## config.mk

```make
export PLATFORM = sky130hd
export DESIGN_NAME = pasl_strap_latch
export DESIGN_NICKNAME = d
export VERILOG_FILES = /design/src/hw/pasl_pkg.sv /design/src/hw/pasl_strap_latch.sv
export SDC_FILE = /design/constraint.sdc
export NUM_CORES = 1
export LEC_CHECK = 0
export BUFFER_PORTS_ARGS = -buffer_cell sky130_fd_sc_hd__buf_2
export CAP_MARGIN = 20
export CELL_PAD_IN_SITES_DETAIL_PLACEMENT = 1
export CELL_PAD_IN_SITES_GLOBAL_PLACEMENT = 1
export CORE_AREA = 2 2 94 96
export CTS_CLUSTER_SIZE = 30
export DETAILED_ROUTE_END_ITERATION = 16
export DIE_AREA = 0 0 96 98
export GPL_ROUTABILITY_DRIVEN = 0
export GPL_TIMING_DRIVEN = 0
export HOLD_SLACK_MARGIN = 0.05
export PLACE_DENSITY = 0.89
export SLEW_MARGIN = 20
export SYNTH_ARGS = -nofsm -noshare
export SYNTH_HDL_FRONTEND = slang
export SYNTH_SLANG_ARGS = --single-unit
```

## constraint.sdc

```tcl
create_clock -name clk_i -period 2.6 [get_ports clk_i]
set_input_delay 0.52 -clock clk_i [delete_from_list [all_inputs] [get_ports clk_i]]
set_output_delay 0.52 -clock clk_i [all_outputs]
set_load 0.03 [all_outputs]
```

## src/hw/pasl_pkg.sv

```systemverilog
// Package of constants for the PHY address strap latch
// Operation
// Five strap pins select one of 32 addresses
// All-zero captured address enters isolated condition
// Strap pin n latched into control bit n
// Shared LED/strap pin read as address bit
// Reset input initializes or reinitializes device
// Reset restores register defaults and resamples straps
// Isolation keeps management register access working
// LED drive held off until capture completes
package pasl_pkg;
  localparam int ADDR_W = 5;
  localparam int DATA_W = 32;
  localparam int APB_AW = 12;
  // Register word index and byte offsets
  localparam logic [11:0] PHY_CONTROL_IDX = 12'h019;
  localparam logic [11:0] PHY_CONTROL_OFS = {PHY_CONTROL_IDX[9:0], 2'b00};
  localparam logic [11:0] LAMP_CTRL_OFS = 12'h100;
  localparam logic [11:0] STATUS_OFS = 12'h104;
  // phy_control field layout
  localparam int ADDR_LSB = 0;
  localparam int CTRL_W = 16;
  localparam logic [15:0] PHY_CONTROL_RST = 16'h0000;
  localparam logic [15:0] PHY_CONTROL_WMASK = 16'hffe0;
  // Status fields
  localparam int ST_ISOLATE = 0;
  localparam int ST_DONE = 1;
  // Strap settle time before capture, in ns
  localparam int SETTLE_NS = 300;
  localparam int CLK_NS = 100;
  localparam int SETTLE_CYC = (SETTLE_NS + CLK_NS - 1) / CLK_NS;
  localparam logic [3:0] SETTLE_CNT = 4'(SETTLE_CYC);
  typedef enum logic [2:0] {
    PASL_SETTLE = 3'b001,
    PASL_CAPTURE = 3'b010,
    PASL_RUN = 3'b100
  } pasl_state_t;
endpackage

```

## src/hw/pasl_strap_latch.sv

```systemverilog
// PHY address strap latch with APB register access
`timescale 1ns/1ps
`default_nettype none
module pasl_strap_latch (
  input wire logic clk_i,
  input wire logic rst_i,
  input wire logic psel_i,
  input wire logic penable_i,
  input wire logic pwrite_i,
  input wire logic [pasl_pkg::APB_AW-1:0] paddr_i,
  input wire logic [pasl_pkg::DATA_W-1:0] pwdata_i,
  input wire logic [3:0] pstrb_i,
  output logic [pasl_pkg::DATA_W-1:0] prdata_o,
  output logic pready_o,
  output logic pslverr_o,
  input wire logic [pasl_pkg::ADDR_W-1:0] lamp_on_i,
  input wire logic [pasl_pkg::ADDR_W-1:0] addr_strap_i,
  output logic [pasl_pkg::ADDR_W-1:0] addr_strap_o,
  output logic [pasl_pkg::ADDR_W-1:0] addr_strap_oe_n_o,
  output logic [pasl_pkg::ADDR_W-1:0] phy_addr_o,
  output logic isolate_o,
  output logic capture_done_o
);
  import pasl_pkg::*;

  // ----------------------------------------
  // Sequencer state
  // ----------------------------------------
  pasl_state_t state_r;
  pasl_state_t state_nxt;
  logic [3:0] cnt_r;
  logic [3:0] cnt_nxt;
  logic settled;
  logic capturing;
  logic done;

  // ----------------------------------------
  // Register state
  // ----------------------------------------
  logic [CTRL_W-1:0] ctrl_r;
  logic [CTRL_W-1:0] ctrl_nxt;
  logic [ADDR_W-1:0] lamp_en_r;
  logic [ADDR_W-1:0] lamp_en_nxt;
  logic [ADDR_W-1:0] lamp_out_r;
  logic [ADDR_W-1:0] lamp_out_nxt;
  logic [ADDR_W-1:0] lamp_oe_n_r;
  logic [ADDR_W-1:0] lamp_oe_n_nxt;
  logic [DATA_W-1:0] rdata_r;
  logic [DATA_W-1:0] rdata_nxt;

  // ----------------------------------------
  // Bus signals
  // ----------------------------------------
  logic access;
  logic wr_en;
  logic rd_en;
  logic hit;
  logic sel_ctrl;
  logic sel_lamp;
  logic sel_status;
  logic addr_zero;

  // ----------------------------------------
  // Helper functions
  // ----------------------------------------
  // Full-word address match
  function automatic logic is_reg(
    input logic [APB_AW-1:0] addr,
    input logic [APB_AW-1:0] ofs
  );
    logic match;
    match = (addr == ofs);
    return match;
  endfunction

  // Byte lanes 0 and 1 onto a 16-bit value
  function automatic logic [CTRL_W-1:0] merge16(
    input logic [CTRL_W-1:0] old_v,
    input logic [DATA_W-1:0] wd,
    input logic [3:0] st
  );
    logic [CTRL_W-1:0] v;
    v = old_v;
    if (st[0]) begin
      v[7:0] = wd[7:0];
    end
    if (st[1]) begin
      v[15:8] = wd[15:8];
    end
    return v;
  endfunction

  // Software write keeps the captured address bits
  function automatic logic [CTRL_W-1:0] ctrl_write(
    input logic [CTRL_W-1:0] old_v,
    input logic [DATA_W-1:0] wd,
    input logic [3:0] st
  );
    logic [CTRL_W-1:0] v;
    v = merge16(old_v, wd, st);
    v = (old_v & ~PHY_CONTROL_WMASK) | (v & PHY_CONTROL_WMASK);
    return v;
  endfunction

  // Status word: capture done and isolate flags
  function automatic logic [DATA_W-1:0] status_word(
    input logic fin,
    input logic iso
  );
    logic [DATA_W-1:0] w;
    w = '0;
    w[ST_DONE] = fin;
    w[ST_ISOLATE] = iso;
    return w;
  endfunction

  // ----------------------------------------
  // Bus decode
  // ----------------------------------------
  assign access = psel_i && penable_i;
  assign wr_en = access && pwrite_i;
  assign rd_en = access && !pwrite_i;
  assign sel_ctrl = is_reg(paddr_i, PHY_CONTROL_OFS);
  assign sel_lamp = is_reg(paddr_i, LAMP_CTRL_OFS);
  assign sel_status = is_reg(paddr_i, STATUS_OFS);
  assign hit = sel_ctrl || sel_lamp || sel_status;

  // ----------------------------------------
  // Capture sequencer
  // ----------------------------------------
  // Straps are read only once their levels have settled
  assign settled = (cnt_r == SETTLE_CNT);
  assign capturing = (state_r == PASL_CAPTURE);
  assign done = (state_r == PASL_RUN);

  always_comb begin
    state_nxt = state_r;
    cnt_nxt = cnt_r;
    case (state_r)
      PASL_SETTLE: begin
        // Pins released while straps settle
        if (settled) begin
          state_nxt = PASL_CAPTURE;
        end else begin
          cnt_nxt = cnt_r + 4'h1;
        end
      end
      PASL_CAPTURE: begin
        // One cycle to latch the strap levels
        state_nxt = PASL_RUN;
      end
      PASL_RUN: begin
        // Stays here until the next reset
        state_nxt = PASL_RUN;
      end
      default: begin
        state_nxt = PASL_SETTLE;
        cnt_nxt = 4'h0;
      end
    endcase
    if (rst_i) begin
      state_nxt = PASL_SETTLE;
      cnt_nxt = 4'h0;
    end
  end

  always_ff @(posedge clk_i) begin
    state_r <= state_nxt;
    cnt_r <= cnt_nxt;
  end

  // ----------------------------------------
  // Control register
  // ----------------------------------------
  // Writes before capture are dropped so capture always wins
  always_comb begin
    ctrl_nxt = ctrl_r;
    if (capturing) begin
      // Strap level n into bit n
      for (int n = 0; n < ADDR_W; n++) begin
        ctrl_nxt[ADDR_LSB + n] = addr_strap_i[n];
      end
    end else if (done && wr_en && sel_ctrl) begin
      // Registers stay reachable in isolation
      ctrl_nxt = ctrl_write(ctrl_r, pwdata_i, pstrb_i);
    end
    if (rst_i) begin
      ctrl_nxt = PHY_CONTROL_RST;
    end
  end

  always_ff @(posedge clk_i) begin
    ctrl_r <= ctrl_nxt;
  end

  // ----------------------------------------
  // Lamp enable register
  // ----------------------------------------
  // Cleared by reset so straps are released for the next capture
  always_comb begin
    lamp_en_nxt = lamp_en_r;
    if (done && wr_en && sel_lamp && pstrb_i[0]) begin
      lamp_en_nxt = pwdata_i[ADDR_W-1:0];
    end
    if (rst_i) begin
      lamp_en_nxt = 5'h00;
    end
  end

  always_ff @(posedge clk_i) begin
    lamp_en_r <= lamp_en_nxt;
  end

  // ----------------------------------------
  // Lamp pin drive
  // ----------------------------------------
  // Registered, so a pin never drives while its strap is sampled
  always_comb begin
    lamp_out_nxt = 5'h00;
    lamp_oe_n_nxt = 5'h1f;
    for (int n = 0; n < ADDR_W; n++) begin
      if (done && lamp_en_r[n]) begin
        lamp_out_nxt[n] = lamp_on_i[n];
        lamp_oe_n_nxt[n] = 1'b0;
      end
    end
    if (rst_i) begin
      lamp_out_nxt = 5'h00;
      lamp_oe_n_nxt = 5'h1f;
    end
  end

  always_ff @(posedge clk_i) begin
    lamp_out_r <= lamp_out_nxt;
    lamp_oe_n_r <= lamp_oe_n_nxt;
  end

  assign addr_strap_o = lamp_out_r;
  assign addr_strap_oe_n_o = lamp_oe_n_r;

  // ----------------------------------------
  // Read data
  // ----------------------------------------
  // Holds the last word outside read accesses
  always_comb begin
    rdata_nxt = rdata_r;
    if (rd_en) begin
      if (sel_ctrl) begin
        rdata_nxt = {16'h0000, ctrl_r};
      end else if (sel_lamp) begin
        rdata_nxt = {27'h0000000, lamp_en_r};
      end else if (sel_status) begin
        rdata_nxt = status_word(done, isolate_o);
      end else begin
        rdata_nxt = '0;
      end
    end
    if (rst_i) begin
      rdata_nxt = '0;
    end
  end

  always_ff @(posedge clk_i) begin
    rdata_r <= rdata_nxt;
  end

  // ----------------------------------------
  // Bus outputs
  // ----------------------------------------
  // No wait states: every access ends in its first cycle
  assign pready_o = 1'b1;

  always_comb begin
    pslverr_o = 1'b0;
    if (access && !hit) begin
      // Unmapped offsets report an error and change nothing
      pslverr_o = 1'b1;
    end
  end

  always_comb begin
    prdata_o = rdata_r;
    if (rd_en) begin
      // Read data stands during the access cycle
      prdata_o = rdata_nxt;
    end
  end

  // ----------------------------------------
  // Address and isolation outputs
  // ----------------------------------------
  assign phy_addr_o = ctrl_r[ADDR_LSB +: ADDR_W];
  assign addr_zero = (phy_addr_o == 5'h00);
  assign capture_done_o = done;

  always_comb begin
    isolate_o = 1'b0;
    if (done && addr_zero) begin
      // All-zero address isolates, bus access unaffected
      isolate_o = 1'b1;
    end
  end
endmodule
`default_nettype wire

```

---- After elaboration in Yosys (flattened, before gate mapping) ----
Cells that the tools add are included.
word-level totals
  word-level logic and storage cells ...... 83
  flip-flop bits (word level) ............. 70
operators by class
  add/subtract/negate cells ............... 1
  multiplexer cells ....................... 25
  reduce and logical (&&, ||, !) cells .... 28
  eq/ne operators ......................... 9
  bitwise logic cells ..................... 8
operators by type and width
  operator                                                                 count
  32-bit 2-to-1 mux                                                        3
  8-bit 2-to-1 mux                                                         6
  12-bit by 9-bit equality test with 1-bit output (second input constant)  2
  16-bit 2-to-1 mux                                                        1
  5-bit by 16-bit OR with 16-bit output                                    1
  5-bit 2-to-1 mux                                                         3
  1-bit logical AND                                                        14
  12-bit by 7-bit equality test with 1-bit output (second input constant)  1
  2-bit OR reduction                                                       6
  4-bit case mux with 2 select lines                                       1
  1-bit 2-to-1 mux                                                         7
  1-bit NOT                                                                7
  3-bit case mux with 2 select lines                                       1
  5-bit logical NOT                                                        1
  4-bit by 1-bit adder with 4-bit output (second input constant)           1
  4-bit by 2-bit equality test with 1-bit output (second input constant)   1
  4-bit 2-to-1 mux                                                         1
  2-bit != test (second input constant)                                    2
  2-bit AND reduction                                                      2
  3-bit by 1-bit equality test with 1-bit output (second input constant)   1
  3-bit by 2-bit equality test with 1-bit output (second input constant)   1
  3-bit equality test (second input constant)                              1
  3-bit 2-to-1 mux                                                         1
  1-bit logical NOT                                                        2
  3 further kinds                                                          4

---- Longest topological paths before layout ----
Gate-level depths: netlist of the first run.
  word-level depth ........................ 9
  mapped depth ............................ 6
  gate-level depth less buffers ........... 5

---- Least setup slack after synthesis of the first run ----
No wires, ideal clock.
  path kind ............................... input to output
  start point ............................. in paddr_i[7] (netlist bit)
  end point ............................... out prdata_o[11] (netlist bit)
  stages on the path ...................... 5
  data arrival time ....................... 2.044 ns
  path buffers ............................ 2
  required time ........................... 2.080 ns
  setup slack ............................. 0.036 ns
  cell sequence ........................... or4_4 > buf_6 > nor4_4 > buf_4 > a22o_1
on the way
  longest elaborated chain between the ends .. 5
ends and longest elaborated chain
  item                                             RTL line                 text
  start: declaration                               pasl_strap_latch.sv:10   input wire logic [pasl_pkg::APB_AW-1:0] paddr_i,
  12-bit by 7-bit equality test with 1-bit output  pasl_strap_latch.sv:72   match = (addr == ofs);
  16-bit 2-to-1 mux                                pasl_strap_latch.sv:248  if (sel_ctrl) begin
  32-bit 2-to-1 mux                                pasl_strap_latch.sv:247  if (rd_en) begin
  32-bit 2-to-1 mux                                pasl_strap_latch.sv:258  if (rst_i) begin
  32-bit 2-to-1 mux                                pasl_strap_latch.sv:283  if (rd_en) begin
  end: declaration                                 pasl_strap_latch.sv:13   output logic [pasl_pkg::DATA_W-1:0] prdata_o,
Every way passes these cells.

---- Worst setup path after layout of the first run ----
  start point ............................. in rst_i
  end point ............................... out prdata_o[0] (netlist bit)
on the way
  longest elaborated chain between the ends .. 2
ends and longest elaborated chain
  item                RTL line                 text
  start: declaration  pasl_strap_latch.sv:6    input wire logic rst_i,
  32-bit 2-to-1 mux   pasl_strap_latch.sv:258
  32-bit 2-to-1 mux   pasl_strap_latch.sv:283
Every way passes these cells.

==> flow_metrics.tcl, run 1 <==
set metrics [dict create \
    root_buffer "clkbuf_8" \
    die-area_um2 9410 \
    synth_top_family_by_area "simple AND/OR/NAND/NOR gates" \
    timing.setup.tns_ps -231 \
    antenna_found_initial 0 \
    r2r-end "ctrl_r[7]" \
    num_vias 2786 \
    leakage_nw 1.83 \
    synthArstFlopShare 0 \
    start_util 0.350 \
    r2r_start "state_r[2]" \
    cp_slowest_stage_delay_ps 570 \
    cts_max_path_buffers 2 \
    ys_ff_latch 70 \
    timing.final.ws_setup_ps -79.3 \
    grt_pass1_wl_um 14400 \
    min_to "addr_strap_o[2]" \
    whs_ps 413 \
    post_drt_wl_per_cell_um 17.0 \
    setup_viol 7 \
    cts.reportedPaths.clkPinSlew_ps 80 \
    hold_viol_final 0 \
    worstMarginPinSlew_ps 830 \
    synthAdderAreaFrac 0.00422 \
    cts_hold_buf 0 \
    rsz0062_at_grt "yes" \
    skew_ps 6.58 \
    area_delta_synth_final_pct 38.9 \
    crit_family "simple AND/OR/NAND/NOR gates" \
    die_w_um 96 \
    worstSetupStartpointType "primary input" \
    syn_nets 372 \
    numPortBuffers 93 \
    path_buf_inv 2 \
    ant_nets 0 \
    power_mw 2.29 \
    use_met3 0.0463 \
    ys_types 46 \
    grt_pass1_vias 2917 \
    worst_hold_path.num_cells 2 \
    dp_hpwl_um 6200 \
    fin_cells 541 \
    synth_edf_count 0 \
    worstSetupPathType "in2out" \
    numCtsBuffers 9 \
    syn_avg_cell_area_um2 9.62 \
    worst-endpoint-arrival_ps 2160 \
    first_iter_violations 106 \
    crit_chain "buf_12, or4bb_4, or3_4, a211oi_4, a21o_1, buf_6" \
    drive_gt1_frac 0.353 \
    finalCritPeriodShare 1.03 \
    synth_compound_area_frac 0.134 \
    grt_max_degree 12 \
    cp.required_ps 2080 \
    timing.final.crit_period_ps 2680 \
    irDropWorstVdd_mv 0.263 \
    synth_mux_area_frac 0.0507 \
    die_h_um 98 \
    critPathMaxFanout 8 \
    fillers 995 \
    ys_seq_area_frac 0.473 \
    grt_overflow 0 \
    cts.sinks 70 \
    grt_use_met2 0.331 \
    dr.pass1.iters 4 \
    fin_nets 492 \
    drv_slew 0 \
    slowest_stage "or4bb_4" \
    dpl_worst_slack_ps -274 \
    rows 34 \
    grt.busiest_layer "met2" \
    synth_xor_area_frac 0 \
    hp-class "in2reg" \
    cellPowerDensity_nw_per_um2 555 \
    r2r_slack_ps 730 \
    num_antenna_cells 0 \
    h-tree-depth 3 \
    grt_usage 0.195 \
    fmax_ghz 0.373 \
    clk_latency_ps 340 \
    core_area_um2 8470 \
    crit_path_end_kind "output pin" \
    violations "setup timing" \
    synth-simple-area-share 0.290 \
    ys_warn_count 0 \
    drc_errors 0 \
    ios 114 \
    status "complete, but fails checks" \
    maxCapViolations 0 \
    reg2regPathDepth 4 \
    syn_area_um2 2960 \
    postSynthCellCount 308 \
    drt_wl_total_um 9180 \
    ys.flop_type "dfxtp_1" \
    vias_per_cell 5.15 \
    hold_start "lamp_on_i[2]" \
    use_met1 0.242 \
    cts_tree "done" \
    dpl.cell_count 509 \
    relSlewSlack 0.446 \
]
==> metrics by stage <==
| step | instance area [µm²] | utilization |
|---|---|---|
| finish | 4120 | 0.486 |
| global route | 4120 | 0.486 |
| CTS | 4010 | 0.473 |
| detailed placement | 3560 | 0.421 |
| global placement | 3560 | 0.421 |
| floorplan | 2960 | - |
==> layout by cell type, fill, tap and decap left out, drive strengths merged, types with 2 or more instances in the layout <==
cell      n
a211oi    2
a21o      4
a21oi    10
a221o     2
a22o     20
a31oi     4
and2     20
and3      6
buf     122
bufinv    2
clkbuf   23
dfxtp    70
inv       2
mux2i    15
nand2    20
nand2b   19
nand3     8
nand4b    6
nor2     18
nor2b    19
nor3      4
nor3b     4
nor4      4
nor4bb    2
o21ai     9
or3       3
or4       2
==> sequential cells by signal (all words and copies together), names as in the netlist <==
register	count
rdata_r	32
ctrl_r	16
addr_strap_o	5
lamp_en_r	5
cnt_r	4
addr_strap_oe_n_o	5
state_r	3
==> timing repair <==
action / 4_1_cts / 5_1_grt
setup buffers: 12 / 5
resized for setup: 38 / 25
pin swaps: 6 / 10
gates cloned: 1 / 0
endpoints found under the setup margin: 16 / 16
==> cell families after synthesis <==
logic type	after synthesis
flip-flops	70
AND/OR/NAND/NOR	141
adder cells (fa/ha/maj)	1
buffers and inverters	25
AO/OA/AOI/OAI	55
multiplexers	15
other	1
==> synthesized netlist by cell type (all sizes together) (8+ instances only) <==
master	number	area share
nor2b	19	0.040
nand2	20	0.025
nand3	8	0.014
a22o	20	0.059
nand2b	19	0.040
and2	20	0.042
buf	12	0.031
a21oi	10	0.017
clkbuf	11	0.014
nor2	18	0.023
dfxtp	70	0.47
mux2i	15	0.051
o21ai	9	0.015
==> power by group <==
group	internal [mW]	total, mW	switching [mW]
Sequential	1.08	1.10	0.0135
Clock	0.618	1.02	0.402
Combinational	0.0777	0.168	0.0903
Total	1.78	2.29	0.506
==> per-layer routing <==
metal | part of all wire | up-vias
met2 | 0.51 | 87
met5 | 0 | -
li1 | - | 1319
met3 | 0.055 | 16
met1 | 0.42 | 1364
met4 | 0.011 | 0
==> how the worst max path moves through the flow <==
stage               slack, ps       start           end  depth (start not counted)
finish                    -80       rst_i   prdata_o[0]                          6
global route             -100       rst_i   prdata_o[0]                          6
CTS                      -110  paddr_i[4]   prdata_o[0]                          7
detailed placement       -270  paddr_i[7]  prdata_o[15]                          8
global placement         -250  paddr_i[7]   prdata_o[9]                          7
floorplan                  40  paddr_i[7]  prdata_o[11]                          5
==> area by class of cell <==
| type | count | area (µm²) | area share |
|---|---|---|---|
| sequential | 70 | 1400 | 0.340 |
| multi-input combinational | 213 | 1470 | 0.358 |
| clock buffer | 13 | 169 | 0.0410 |
| clock inverter | 3 | 65.1 | 0.0158 |
| buffer | 21 | 144 | 0.0350 |
| tap | 108 | 135 | 0.0328 |
| inverter | 2 | 10.0 | 0.00243 |
| timing repair buffer | 111 | 719 | 0.175 |
(Power assumes the default switching activity.)
==> run 2: changes to the inputs <==
Settings changed: BUFFER_PORTS_ARGS -buffer_cell sky130_fd_sc_hd__buf_2 to default, CORE_AREA 2 2 94 96 to 2 2 85 87, DIE_AREA 0 0 96 98 to 0 0 87 89, DONT_BUFFER_PORTS from default to 1, PLACE_DENSITY 0.89 to 0.85.
==> run 2 against run 1 <==
- the flow now finishes without violations
- clock-buffer cell count shrank 2
- setup slack gained 100 ps
- wire length shrank 17%
- power shrank 14%
- sequential share of layout area grew 7.1 points
- global-route usage grew 0.75 points
- hold slack lost 83 ps
- utilization grew 2.2 points
- cell area shrank 17%
- largest cell class unchanged
- largest power group unchanged
==> flow_metrics.tcl, run 2 (same netlist as run 1, synthesis figures left out) <==
set metrics [dict create \
    wl_met3_um 457 \
    dp_hpwl_um 5520 \
    vias_per_cell 5.74 \
    final_area_um2 3410 \
    rsz0062_at_grt "yes" \
    setup_viol 0 \
    leakage_nw 1.31 \
    die-area_um2 7740 \
    power_mw 1.96 \
    h-tree-depth 3 \
    die_w_um 87 \
    route.met2.wl_um 3890 \
    grt_overflow 0 \
    first_iter_violations 114 \
    ant_nets 0 \
    ios 114 \
    cp_slowest_stage_delay_ps 590 \
    root_buffer "clkbuf_8" \
    reg2regPathDepth 5 \
    fin_nets 387 \
    grt_pass1_wl_um 12000 \
    hp-class "in2reg" \
    place_area_um2 3060 \
    cts_hold_buf 0 \
    relSlewSlack 0.493 \
    reg_top3 "rdata_r: 32 flops, ctrl_r: 16 flops" \
    clk_latency_ps 340 \
    slowest_stage "or4bb_4" \
    path_depth 5 \
    dr.pass1.iters 4 \
    irDropWorstVdd_mv 0.353 \
    r2r_start "state_r[2]" \
    crit_family "simple AND/OR/NAND/NOR gates" \
    worstMarginPinSlew_ps 758 \
    crit_start "rst_i" \
    status "complete, no violations" \
    path_buf_inv 1 \
    numPortBuffers 0 \
    final_cell_mix "dfxtp_1, and2_1, nor2b_1, nand2b_1" \
    worstSetupStartpointType "primary input" \
    hold_viol_final 0 \
    grt_max_degree 12 \
    drc_errors 0 \
    cp.required_ps 2080 \
    drv_slew 0 \
    cts_max_path_buffers 2 \
    crit_path_end_kind "output pin" \
    grt_pass1_vias 2397 \
    timing.final.crit_period_ps 2580 \
    largest-register "rdata_r" \
    cts.reportedPaths.clkPinSlew_ps 80 \
    cellPowerDensity_nw_per_um2 575 \
    cts.sinks 70 \
    fmax_ghz 0.388 \
    worst-endpoint-arrival_ps 2060 \
    drive_gt1_frac 0.192 \
    crit_chain "buf_2, or4bb_4, or3_4, a211oi_4, a21o_4" \
    cts_tree "done" \
    layout.cells.most_common "dfxtp_1" \
    num_vias 2342 \
    skew_ps 10.1 \
    largest_reg_flops 32 \
    worstSetupPathType "in2out" \
    numCtsBuffers 9 \
    drt_wl_total_um 7580 \
    hold_start "pwdata_i[8]" \
    die_h_um 89 \
    area_delta_synth_final_pct 15.2 \
    maxCapViolations 0 \
    start_util 0.441 \
    finalCritPeriodShare 0.991 \
    worst_hold_path.num_cells 2 \
    rows 30 \
    critPathMaxFanout 8 \
    grt_usage 0.202 \
    routed.top_layer "met4" \
    wl_met1_um 3120 \
    num_antenna_cells 0 \
    antenna_found_initial 0 \
    core_area_um2 6720 \
    post_drt_wl_per_cell_um 18.6 \
]
-- run 2: repair_timing --
| action | CTS | global route |
|---|---|---|
| gates resized for setup | 33 | 10 |
| pin swaps | 3 | 6 |
| gates cloned | 0 | 0 |
| setup buffers | 3 | 1 |
| endpoints found under the setup margin | 17 | 16 |
-- run 2: layer usage --
metal,track usage,vias to the layer above
met4,0.0767,0
li1,-,1109
met2,0.350,81
met5,0,-
met1,0.242,1142
met3,0.0526,10
-- run 2: stage by stage --
step / utilization / hold slack (ps) / setup TNS [ps] / setup slack, ps / instances
after detailed placement: 0.456 / 407 / -3060 / -239 / 388
after CTS: 0.502 / 321 / -112 / -112 / 407
after floorplan: - / 371 / 0 / 36.3 / 308
final: 0.508 / 330 / 0 / 22.6 / 408
after global routing: 0.508 / 310 / -4.22 / -4.22 / 408
after global placement: 0.456 / 405 / -2700 / -194 / 388
-- run 2: layout make-up --
type                            instances  area (µm²)
Fill cell                             768        3300
Multi-Input combinational cell        213        1560
Sequential cell                        70        1400
Buffer                                 23         144
Clock buffer                           11         141
Tap cell                               80         100
Timing Repair Buffer                    4        30.0
Clock inverter                          5        25.0
Inverter                                2        11.3
-- run 2: final timing paths --
check	endpoint	slack [ps]
setup / recovery	prdata_o[0]	20
hold / removal	ctrl_r[8]	330
setup reg to reg	ctrl_r[6]	760
hold reg to reg	addr_strap_oe_n_o[1]	420
-- run 2: where the power goes --
group | switching, mW | internal, mW | total [mW]
registers | 0.0131 | 1.08 | 1.10
clock network | 0.386 | 0.364 | 0.750
logic | 0.0697 | 0.0455 | 0.115
